===== src/hdl/bpse_pkg.sv =====
package bpse_pkg;

  // Sizes of the stack machinery
  localparam int              NUM_PROC   = 4;          // Logical processors
  localparam int              PROC_W     = 2;          // Processor index width
  localparam int              ADDR_W     = 16;         // Shared RAM address width
  localparam int              PTR_W      = 8;          // Stack pointer width
  localparam int              BYTE_W     = 8;          // Data byte width

  // Values after reset
  localparam logic [7:0]      DSP_RESET  = 8'h00;      // Data stack starts low
  localparam logic [7:0]      RSP_RESET  = 8'hFF;      // Return stack starts high
  localparam logic [7:0]      TOS_RESET  = 8'h00;      // Top of data stack
  localparam logic [15:0]     IP_RESET   = 16'h0000;   // Instruction pointer
  localparam logic [15:0]     BP_STRIDE  = 16'h0100;   // Reset spacing of base pages
  localparam logic [15:0]     PAGE_LAST  = 16'h00FF;   // Last offset inside a base page

  // Processor roles and clock threshold
  localparam logic [1:0]      APP_PROC   = 2'h2;       // Application processor
  localparam logic [1:0]      ISR_PROC   = 2'h3;       // Interrupt processor
  localparam int              ISR_MIN_CLK_MHZ = 20;    // Least clock for interrupt processor

  // Stack commands
  typedef enum logic [2:0] {
    CMD_PUSH  = 3'h0,   // Push byte on data stack
    CMD_POP   = 3'h1,   // Pop byte from data stack
    CMD_CALL  = 3'h2,   // Subroutine call
    CMD_RET   = 3'h3,   // Subroutine return
    CMD_RPUSH = 3'h4,   // Temporary byte onto return stack
    CMD_RPOP  = 3'h5,   // Temporary byte off return stack
    CMD_PEEK  = 3'h6,   // Fetch next data stack entry
    CMD_SETBP = 3'h7    // Load base page pointer
  } bpse_op_t;

  // Command from the core
  typedef struct packed {
    bpse_op_t          op;       // Command
    logic [1:0]        proc;     // Requesting processor
    logic [7:0]        data;     // Byte to push
    logic [15:0]       target;   // Call target or base page
  } bpse_cmd_t;

  // Request to the shared RAM
  typedef struct packed {
    logic              req;      // Access this cycle
    logic              we;       // Write when high
    logic [15:0]       addr;     // Byte address
    logic [7:0]        wdata;    // Write data
  } bpse_mem_req_t;

  // Register view of one processor
  typedef struct packed {
    logic [15:0]       base_page_pointer;
    logic [15:0]       instruction_pointer;
    logic [7:0]        data_stack_pointer;
    logic [7:0]        return_stack_pointer;
    logic [7:0]        top_of_data_stack;
  } bpse_view_t;

  // Pointer step that wraps inside the page
  function automatic logic [7:0] bpse_ptr_step(input logic [7:0] ptr, input logic up);
    bpse_ptr_step = up ? 8'(ptr + 8'h01) : 8'(ptr - 8'h01);
  endfunction

endpackage


===== src/hdl/bpse_addr_gen.sv =====
`timescale 1ns/1ns
// Forms a RAM address from a base page and a pointer offset
module bpse_addr_gen
  import bpse_pkg::*;
(
  input  wire logic [15:0] base,     // Base page pointer
  input  wire logic [7:0]  offset,   // Stack pointer
  output logic      [15:0] addr      // Base plus offset
);

  // Zero extended sum, carry out of 16 bits dropped
  assign addr = 16'(base + {8'h00, offset});

endmodule // bpse_addr_gen


===== src/hdl/bpse_core.sv =====
`timescale 1ns/1ns
// Summary of operation
// - Base page up to 256 bytes at pointer
// - Each processor keeps a distinct base page
// - ALU operands are top byte and next
// - Top in register, next at base+pointer
// - Data stack grows toward higher addresses
// - Push: increment, store top, load new
// - Pop: deliver top, reload, then decrement
// - Return stack grows toward lower addresses
// - Call: high, decrement, low, decrement, jump
// - Return: increment, low, increment, high
// - Return stack also holds temporary bytes
// - Three processors plus interrupt processor
// - Interrupt processor only at 20 MHz up
// - Base page pointer is 16 bits
// - Stack pointers are 8 bits each
module bpse_core
  import bpse_pkg::*;
#(
  parameter int CLK_FREQ_MHZ = 100                // System clock rate
)(
  input  wire logic          sys_clk,             // System clock
  input  wire logic          rst,                 // Synchronous reset
  input  wire logic          cmd_valid,           // Command offered
  input  wire bpse_cmd_t     cmd,                 // Command fields
  output logic               cmd_ready,           // Engine idle
  output bpse_mem_req_t      mem,                 // Shared RAM request
  input  wire logic [7:0]    mem_rdata,           // Read data, one cycle after req
  output logic               done,                // Command finished
  output logic               cmd_refused,         // Base page load refused
  output logic [7:0]         pop_data,            // Popped byte
  output logic [7:0]         next_data,           // Next data stack entry
  input  wire logic [1:0]    view_proc,           // Processor to observe
  output bpse_view_t         view                 // Its registers
);

  // One-hot sequencer states
  typedef enum logic [14:0] {
    S_IDLE      = 15'h0001,
    S_PUSH_WR   = 15'h0002,
    S_POP_RD    = 15'h0004,
    S_POP_WT    = 15'h0008,
    S_CALL_HI   = 15'h0010,
    S_CALL_LO   = 15'h0020,
    S_RET_RD_LO = 15'h0040,
    S_RET_WT_LO = 15'h0080,
    S_RET_RD_HI = 15'h0100,
    S_RET_WT_HI = 15'h0200,
    S_RPUSH_WR  = 15'h0400,
    S_RPOP_RD   = 15'h0800,
    S_RPOP_WT   = 15'h1000,
    S_PEEK_RD   = 15'h2000,
    S_PEEK_WT   = 15'h4000
  } bpse_state_t;

  // Interrupt processor exists only at the faster rates
  localparam logic ISR_EN = (CLK_FREQ_MHZ >= ISR_MIN_CLK_MHZ);

  // Per processor register sets
  logic [15:0]       bp_q  [NUM_PROC];           // Base page pointers
  logic [15:0]       ip_q  [NUM_PROC];           // Instruction pointers
  logic [7:0]        dsp_q [NUM_PROC];           // Data stack pointers
  logic [7:0]        rsp_q [NUM_PROC];           // Return stack pointers
  logic [7:0]        tos_q [NUM_PROC];           // Top of data stack

  // Sequencer state
  bpse_state_t       st_r, st_nxt;               // Current and next state
  logic [1:0]        cur_r;                      // Processor being served
  logic [7:0]        data_r, data_nxt;           // Byte held for the sequence
  logic [15:0]       tgt_r, tgt_nxt;             // Call target held
  logic [7:0]        pop_r, pop_nxt;             // Popped byte
  logic [7:0]        next_r, next_nxt;           // Fetched next entry
  logic              done_r, done_nxt;           // Finish pulse
  logic              ref_r, ref_nxt;             // Refusal pulse
  bpse_view_t        view_r;                     // Registered view

  // Values of the selected processor
  logic [15:0]       bp_nxt, ip_nxt;
  logic [7:0]        dsp_nxt, rsp_nxt, tos_nxt;
  bpse_mem_req_t     mem_c;                      // Combinational RAM request

  // Decoding wires
  wire               accept   = cmd_valid && cmd_ready;
  wire  [1:0]        eff_proc = (!ISR_EN && cmd.proc == ISR_PROC) ? APP_PROC
                                                                  : cmd.proc;
  wire  [1:0]        sel      = (st_r == S_IDLE) ? eff_proc : cur_r;
  wire  [15:0]       sel_bp   = bp_q[sel];
  wire  [15:0]       sel_ip   = ip_q[sel];
  wire  [7:0]        sel_dsp  = dsp_q[sel];
  wire  [7:0]        sel_rsp  = rsp_q[sel];
  wire  [7:0]        sel_tos  = tos_q[sel];
  logic [15:0]       addr_ds;                    // Base plus data stack pointer
  logic [15:0]       addr_rs;                    // Base plus return stack pointer
  logic              bp_clash;                   // New base page already in use
  logic              bp_unique;                  // All base pages differ

  // Address of the next data stack entry
  bpse_addr_gen u_addr_ds (
    .base   (sel_bp),
    .offset (sel_dsp),
    .addr   (addr_ds)
  );

  // Address of the return stack slot
  bpse_addr_gen u_addr_rs (
    .base   (sel_bp),
    .offset (sel_rsp),
    .addr   (addr_rs)
  );

  // Base page clash and uniqueness checks
  always_comb begin
    bp_clash  = 1'b0;
    bp_unique = 1'b1;
    for (int i = 0; i < NUM_PROC; i++) begin
      // Another processor already owns this page
      if (PROC_W'(i) != eff_proc && bp_q[i] == cmd.target) begin
        bp_clash = 1'b1;
      end
      for (int j = i + 1; j < NUM_PROC; j++) begin
        if (bp_q[i] == bp_q[j]) begin
          bp_unique = 1'b0;
        end
      end
    end
  end

  // Sequencer next state and register values
  always_comb begin
    st_nxt   = st_r;
    bp_nxt   = sel_bp;
    ip_nxt   = sel_ip;
    dsp_nxt  = sel_dsp;
    rsp_nxt  = sel_rsp;
    tos_nxt  = sel_tos;
    data_nxt = data_r;
    tgt_nxt  = tgt_r;
    pop_nxt  = pop_r;
    next_nxt = next_r;
    done_nxt = 1'b0;
    ref_nxt  = 1'b0;
    mem_c    = '0;
    case (st_r)
      S_IDLE: begin
        if (accept) begin
          case (cmd.op)
            // Step pointer up before storing the old top
            CMD_PUSH: begin
              dsp_nxt  = bpse_ptr_step(sel_dsp, 1'b1);
              data_nxt = cmd.data;
              st_nxt   = S_PUSH_WR;
            end
            // Deliver the top byte first
            CMD_POP: begin
              pop_nxt = sel_tos;
              st_nxt  = S_POP_RD;
            end
            // Keep the target until both bytes are stored
            CMD_CALL: begin
              tgt_nxt = cmd.target;
              st_nxt  = S_CALL_HI;
            end
            // Step up to the low byte
            CMD_RET: begin
              rsp_nxt = bpse_ptr_step(sel_rsp, 1'b1);
              st_nxt  = S_RET_RD_LO;
            end
            // Temporary byte kept for the store
            CMD_RPUSH: begin
              data_nxt = cmd.data;
              st_nxt   = S_RPUSH_WR;
            end
            // Step up to the last stored byte
            CMD_RPOP: begin
              rsp_nxt = bpse_ptr_step(sel_rsp, 1'b1);
              st_nxt  = S_RPOP_RD;
            end
            // Fetch the second operand
            CMD_PEEK: begin
              st_nxt = S_PEEK_RD;
            end
            // Load a base page unless another processor holds it
            default: begin
              if (bp_clash) begin
                ref_nxt = 1'b1;
              end else begin
                bp_nxt   = cmd.target;
                done_nxt = 1'b1;
              end
            end
          endcase
        end
      end
      // Old top goes to memory, new byte to the register
      S_PUSH_WR: begin
        mem_c    = '{req: 1'b1, we: 1'b1, addr: addr_ds, wdata: sel_tos};
        tos_nxt  = data_r;
        done_nxt = 1'b1;
        st_nxt   = S_IDLE;
      end
      // Read the entry under the top
      S_POP_RD: begin
        mem_c  = '{req: 1'b1, we: 1'b0, addr: addr_ds, wdata: 8'h00};
        st_nxt = S_POP_WT;
      end
      // Reload the top, then step the pointer down
      S_POP_WT: begin
        tos_nxt  = mem_rdata;
        dsp_nxt  = bpse_ptr_step(sel_dsp, 1'b0);
        done_nxt = 1'b1;
        st_nxt   = S_IDLE;
      end
      // High byte of the return address first
      S_CALL_HI: begin
        mem_c   = '{req: 1'b1, we: 1'b1, addr: addr_rs, wdata: sel_ip[15:8]};
        rsp_nxt = bpse_ptr_step(sel_rsp, 1'b0);
        st_nxt  = S_CALL_LO;
      end
      // Low byte, then jump
      S_CALL_LO: begin
        mem_c    = '{req: 1'b1, we: 1'b1, addr: addr_rs, wdata: sel_ip[7:0]};
        rsp_nxt  = bpse_ptr_step(sel_rsp, 1'b0);
        ip_nxt   = tgt_r;
        done_nxt = 1'b1;
        st_nxt   = S_IDLE;
      end
      // Read the low byte of the return address
      S_RET_RD_LO: begin
        mem_c  = '{req: 1'b1, we: 1'b0, addr: addr_rs, wdata: 8'h00};
        st_nxt = S_RET_WT_LO;
      end
      // Take low byte, step up to the high byte
      S_RET_WT_LO: begin
        ip_nxt  = {sel_ip[15:8], mem_rdata};
        rsp_nxt = bpse_ptr_step(sel_rsp, 1'b1);
        st_nxt  = S_RET_RD_HI;
      end
      // Read the high byte
      S_RET_RD_HI: begin
        mem_c  = '{req: 1'b1, we: 1'b0, addr: addr_rs, wdata: 8'h00};
        st_nxt = S_RET_WT_HI;
      end
      // Take high byte
      S_RET_WT_HI: begin
        ip_nxt   = {mem_rdata, sel_ip[7:0]};
        done_nxt = 1'b1;
        st_nxt   = S_IDLE;
      end
      // Temporary byte stored like a call byte
      S_RPUSH_WR: begin
        mem_c    = '{req: 1'b1, we: 1'b1, addr: addr_rs, wdata: data_r};
        rsp_nxt  = bpse_ptr_step(sel_rsp, 1'b0);
        done_nxt = 1'b1;
        st_nxt   = S_IDLE;
      end
      // Read the temporary byte
      S_RPOP_RD: begin
        mem_c  = '{req: 1'b1, we: 1'b0, addr: addr_rs, wdata: 8'h00};
        st_nxt = S_RPOP_WT;
      end
      // Hand the temporary byte out
      S_RPOP_WT: begin
        pop_nxt  = mem_rdata;
        done_nxt = 1'b1;
        st_nxt   = S_IDLE;
      end
      // Read the second operand from memory
      S_PEEK_RD: begin
        mem_c  = '{req: 1'b1, we: 1'b0, addr: addr_ds, wdata: 8'h00};
        st_nxt = S_PEEK_WT;
      end
      // Hold it for the arithmetic unit
      S_PEEK_WT: begin
        next_nxt = mem_rdata;
        done_nxt = 1'b1;
        st_nxt   = S_IDLE;
      end
      default: begin
        st_nxt = S_IDLE;
      end
    endcase
  end

  // State and register update
  always_ff @(posedge sys_clk) begin
    if (rst) begin
      st_r   <= S_IDLE;
      cur_r  <= '0;
      data_r <= 8'h00;
      tgt_r  <= 16'h0000;
      pop_r  <= 8'h00;
      next_r <= 8'h00;
      done_r <= 1'b0;
      ref_r  <= 1'b0;
      view_r <= '0;
      for (int i = 0; i < NUM_PROC; i++) begin
        bp_q[i]  <= 16'(16'(i) * BP_STRIDE);
        ip_q[i]  <= IP_RESET;
        dsp_q[i] <= DSP_RESET;
        rsp_q[i] <= RSP_RESET;
        tos_q[i] <= TOS_RESET;
      end
    end else begin
      st_r       <= st_nxt;
      cur_r      <= sel;
      data_r     <= data_nxt;
      tgt_r      <= tgt_nxt;
      pop_r      <= pop_nxt;
      next_r     <= next_nxt;
      done_r     <= done_nxt;
      ref_r      <= ref_nxt;
      bp_q[sel]  <= bp_nxt;
      ip_q[sel]  <= ip_nxt;
      dsp_q[sel] <= dsp_nxt;
      rsp_q[sel] <= rsp_nxt;
      tos_q[sel] <= tos_nxt;
      view_r     <= '{bp_q[view_proc], ip_q[view_proc], dsp_q[view_proc],
                      rsp_q[view_proc], tos_q[view_proc]};
    end
  end

  // Outputs
  assign cmd_ready   = (st_r == S_IDLE);
  assign mem         = mem_c;
  assign done        = done_r;
  assign cmd_refused = ref_r;
  assign pop_data    = pop_r;
  assign next_data   = next_r;
  assign view        = view_r;
endmodule // bpse_core


===== config.mk =====
export PLATFORM = sky130hd
export DESIGN_NAME = bpse_core
export DESIGN_NICKNAME = d
export VERILOG_FILES = /design/src/hdl/bpse_pkg.sv /design/src/hdl/bpse_addr_gen.sv /design/src/hdl/bpse_core.sv
export SDC_FILE = /design/constraint.sdc
export NUM_CORES = 1
export LEC_CHECK = 0
export BUFFER_PORTS_ARGS = -buffer_cell sky130_fd_sc_hd__buf_2
export CAP_MARGIN = 20
export CORE_MARGIN = 8
export CORE_UTILIZATION = 60
export CTS_CLUSTER_SIZE = 30
export DETAILED_ROUTE_END_ITERATION = 16
export PLACE_DENSITY_LB_ADDON = 0.3
export SLEW_MARGIN = 10
export SYNTH_ARGS = -nofsm -noshare
export SYNTH_HDL_FRONTEND = slang
export SYNTH_SLANG_ARGS = --single-unit

===== constraint.sdc =====
create_clock -name sys_clk -period 7.5 [get_ports sys_clk]
set_input_delay 0.375 -clock sys_clk [delete_from_list [all_inputs] [get_ports sys_clk]]
set_output_delay 0.375 -clock sys_clk [all_outputs]
set_load 0.02 [all_outputs]

==> metrics.md <==
| Metric | Value |
|---|---|
| Clk sinks | `339` |
| Layout cells sized above 1 | `19.4%` |
| First-pass GRT wire length | `85.2 mm` |
| CTS clk-pin slew, worst paths | `0.06 ns` |
| Post-route worst setup slack | `1.18 ns` |
| Most common cell in the synthesized netlist | `edfxtp_1` |
| Most used flip-flop cell after synthesis | `edfxtp_1` |
| Worst rel slew slack | `22.0%` |
| Antenna Nets Post-Route | `0` |
| Top Ports | `143` |
| Yosys top cell area share | `36.3%` |
| Crit-path max FO | `46` |
| Crit start category | `register` |
| Sequential area share after synthesis | `48.7%` |
| Number of synthesized register bits | `339` |
| Largest net degree at the start of global routing | `61` |
| Delay-heaviest family, CP | `multiplexers` |
| Initial Util | `60.8%` |
| Die Area | `36800 sq um` |
| Initial drt markers | `1769` |
| Maximum vdd drop | `0.000179 V` |
| Place WS | `1.93 ns` |
| Fin cells | `2258` |
| Final Cycle Share | `84.3%` |
| # hold bufs at CTS | `0` |
| LEAKAGE | `8.03 nW` |
| Final Hold Vio Count | `0` |
| Synth area leaders | `edfxtp_1 36%, dfxtp_1 12%, mux4_2 6.8%` |
| Area delta synth->final | `12.7%` |
| CTS tree | `done` |
| Post-CTS Setup Repair Bufs | `0` |
| Min Hold Slack | `0.0619 ns` |
| Area leader, netlist | `edfxtp_1` |
| Tightest Pin Transition | `1.17 ns` |
| Routed wl met3 | `7.04 mm` |
| Nets | `1893` |
| CTS Buf Count | `37` |
| Pwr dens | `295 nW/um^2` |
| CORE AREA | `30500 sq um` |
| Tot GR Track Use | `30.1%` |
| Vias post-DR | `14835` |
| CP Class | `reg2out` |
| Vias in the first global route | `14465` |
| RSZ-0062 raised after global routing | `false` |
| Die W | `192 um` |
| Clk_lat worst skew | `0.54 ns` |
| Antenna diode count | `0` |
| Top Layer Used | `met5` |
| CTS Buffer Depth | `3` |
| DPL Wire Length | `37.4 mm` |
| Final GP Congestion | `0.914` |
| Gr ovfl total | `0` |
| Max_cap viols | `0` |
| Routed len/inst | `24.8 um` |
| Post-synth EDFFs | `224` |
| Syn. warnings | `0` |
| Vias/cell | `6.57` |
| Cell Count Post-Placement | `2188` |
| Die height | `192 um` |
| Mapped Cells | `1745` |
| CP bufs+invs | `2` |
| Netlist Area Pre-Place | `18500 sq um` |
| HP Class | `in2reg` |
| Worst EP required | `7.12 ns` |
| Root Buffer | `clkbuf_16` |
| Met2 WL | `25.4 mm` |
| M1 WL | `21.3 mm` |
| Element type at the critical path end | `output port` |
| Critical path arrival | `5.95 ns` |
| Post-CTS Resized | `0` |
| Rows | `64` |
| Cell at the slowest stage of the critical path | `mux2_4` |
| Post-synth top cells | `224 x edfxtp_1, 213 x nand2_1, 181 x nor2_1` |
| Outcome | `finished clean` |
| Cell variety after synth | `87` |
| Critical-path cell list | `nor4_4 -> nand4_4 -> mux2_4 -> buf_4 -> mux2i_1 -> mux2i_1 -> o22ai_1 -> o211ai_1 -> a311oi_1 -> o22ai_1 -> nand2_1 -> o311ai_1 -> buf_2` |
| Mapped Nets | `1805` |
| # DRC | `0` |
| Drt total wl | `56.1 mm` |
| Port Buf Inserts | `142` |
| Avg Cell Area, Syn | `10.6 sq um` |
| Fin. max-slew vios | `0` |
| H-tree depth | `2` |
| Worst path max stage delay | `0.81 ns` |
| Antenna violations before repair | `6` |
| # setup viols final | `0` |
| Fmax | `0.158 GHz` |
| Setup_tns | `0 ns` |
| First drt pass iteration count | `6` |
| Final Skew | `0.0162 ns` |
| Asr flop ratio synth | `0%` |
| Min Tclk post-route | `6.32 ns` |
-- power by group --
group          switching, mW  internal [mW]  leakage, nW  total (mW)
sequential             0.148           2.29         3.22        2.43
combinational           1.12          0.645         4.16        1.76
clock                  0.781           1.18        0.651        1.96
total                   2.05           4.11         8.03        6.15
-- metal layers --
metal	track usage [%]	vias to the layer above
met3	6.88	179
met1	40.6	7139
li1	-	6495
met5	0	-
met2	46.7	1010
met4	12.2	12
-- final timing paths --
kind / start / end / slack (ns) / cells past startpoint
worst min register to register: tgt_r[0] / tgt_r[0] / 0.46 / 2
worst min-delay path: cmd[26] / st_r[4] / 0.06 / 2
worst max register to register: st_r[8] / rsp_q[2][5] / 2.98 / 10
worst max-delay path: st_r[8] / mem[23] / 1.18 / 13
-- stage by stage --
stage               utilization (%)  power, mW  area (sq um)
global placement               63.9       4.13         19500
detailed placement             64.0       4.18         19500
global route                   68.5       6.38         20900
CTS                            68.4       6.12         20900
finish                         68.5       6.15         20900
floorplan                         -       3.69         18500
-- final cells by class --
cell class	instances	area [sq um]
clock inverters	16	216
inverters	33	126
well taps	396	495
fillers	2283	9620
multi-input cells	1249	8940
clock buffers	52	1100
repair buffers	173	978
flip-flops and latches	339	9030
-- cell usage in the layout, fill, tap and decap left out, types with 8 or more instances in the layout --
cell type and n:
a211oi_1 19, a21o_1 8, a21oi_1 72, a221o_1 8, a221oi_1 8, a22oi_1 17, a31oi_1 24, and2_1 43
and3_1 11, buf_2 141, buf_4 29, clkbuf_16 39, clkbuf_8 8, dfxtp_1 115, edfxtp_1 224, ha_1 18
inv_1 31, mux2_2 13, mux2i_1 100, mux4_2 56, nand2_1 213, nand2b_1 17, nand3_1 19, nand4_1 13
nor2_1 180, nor2b_1 67, nor3_1 26, nor4_1 16, o211ai_1 9, o21ai_0 51, o22ai_1 13, or2_2 16
or4_1 8, xnor2_1 65, xor2_1 44
-- logic make-up after synthesis --
logic type               Yosys count  share of synthesized area, %
AO/OA/AOI/OAI                    268                          9.66
flip-flops                       339                          48.7
adder cells (fa/ha/maj)           18                          1.21
multiplexers                     175                          13.5
buffers and inverters            157                          3.60
AND/OR/NAND/NOR                  679                          18.2
XOR/XNOR                         109                          5.15
-- flip-flops by register name (all words and copies together), names as in the netlist --
signal       cells
pop_data         8
bp_q            64
cur_r            2
tos_q           32
st_r            15
tgt_r           16
cmd_refused      1
rsp_q           32
ip_q            64
done             1
data_r           8
dsp_q           32
view            56
next_data        8
-- worst register-to-register path, stage by stage (launching register included) --
cell and delay, ns:
dfxtp_1 0.38, nor4_4 0.47, nand4_4 0.32, mux2i_4 0.36, buf_4 0.73, mux2i_1 0.92
nand3_1 0.19, nand2b_1 0.20, a221oi_2 0.31, xnor2_1 0.25, nand2_1 0.10
Power figures use the tool's default switching activity.
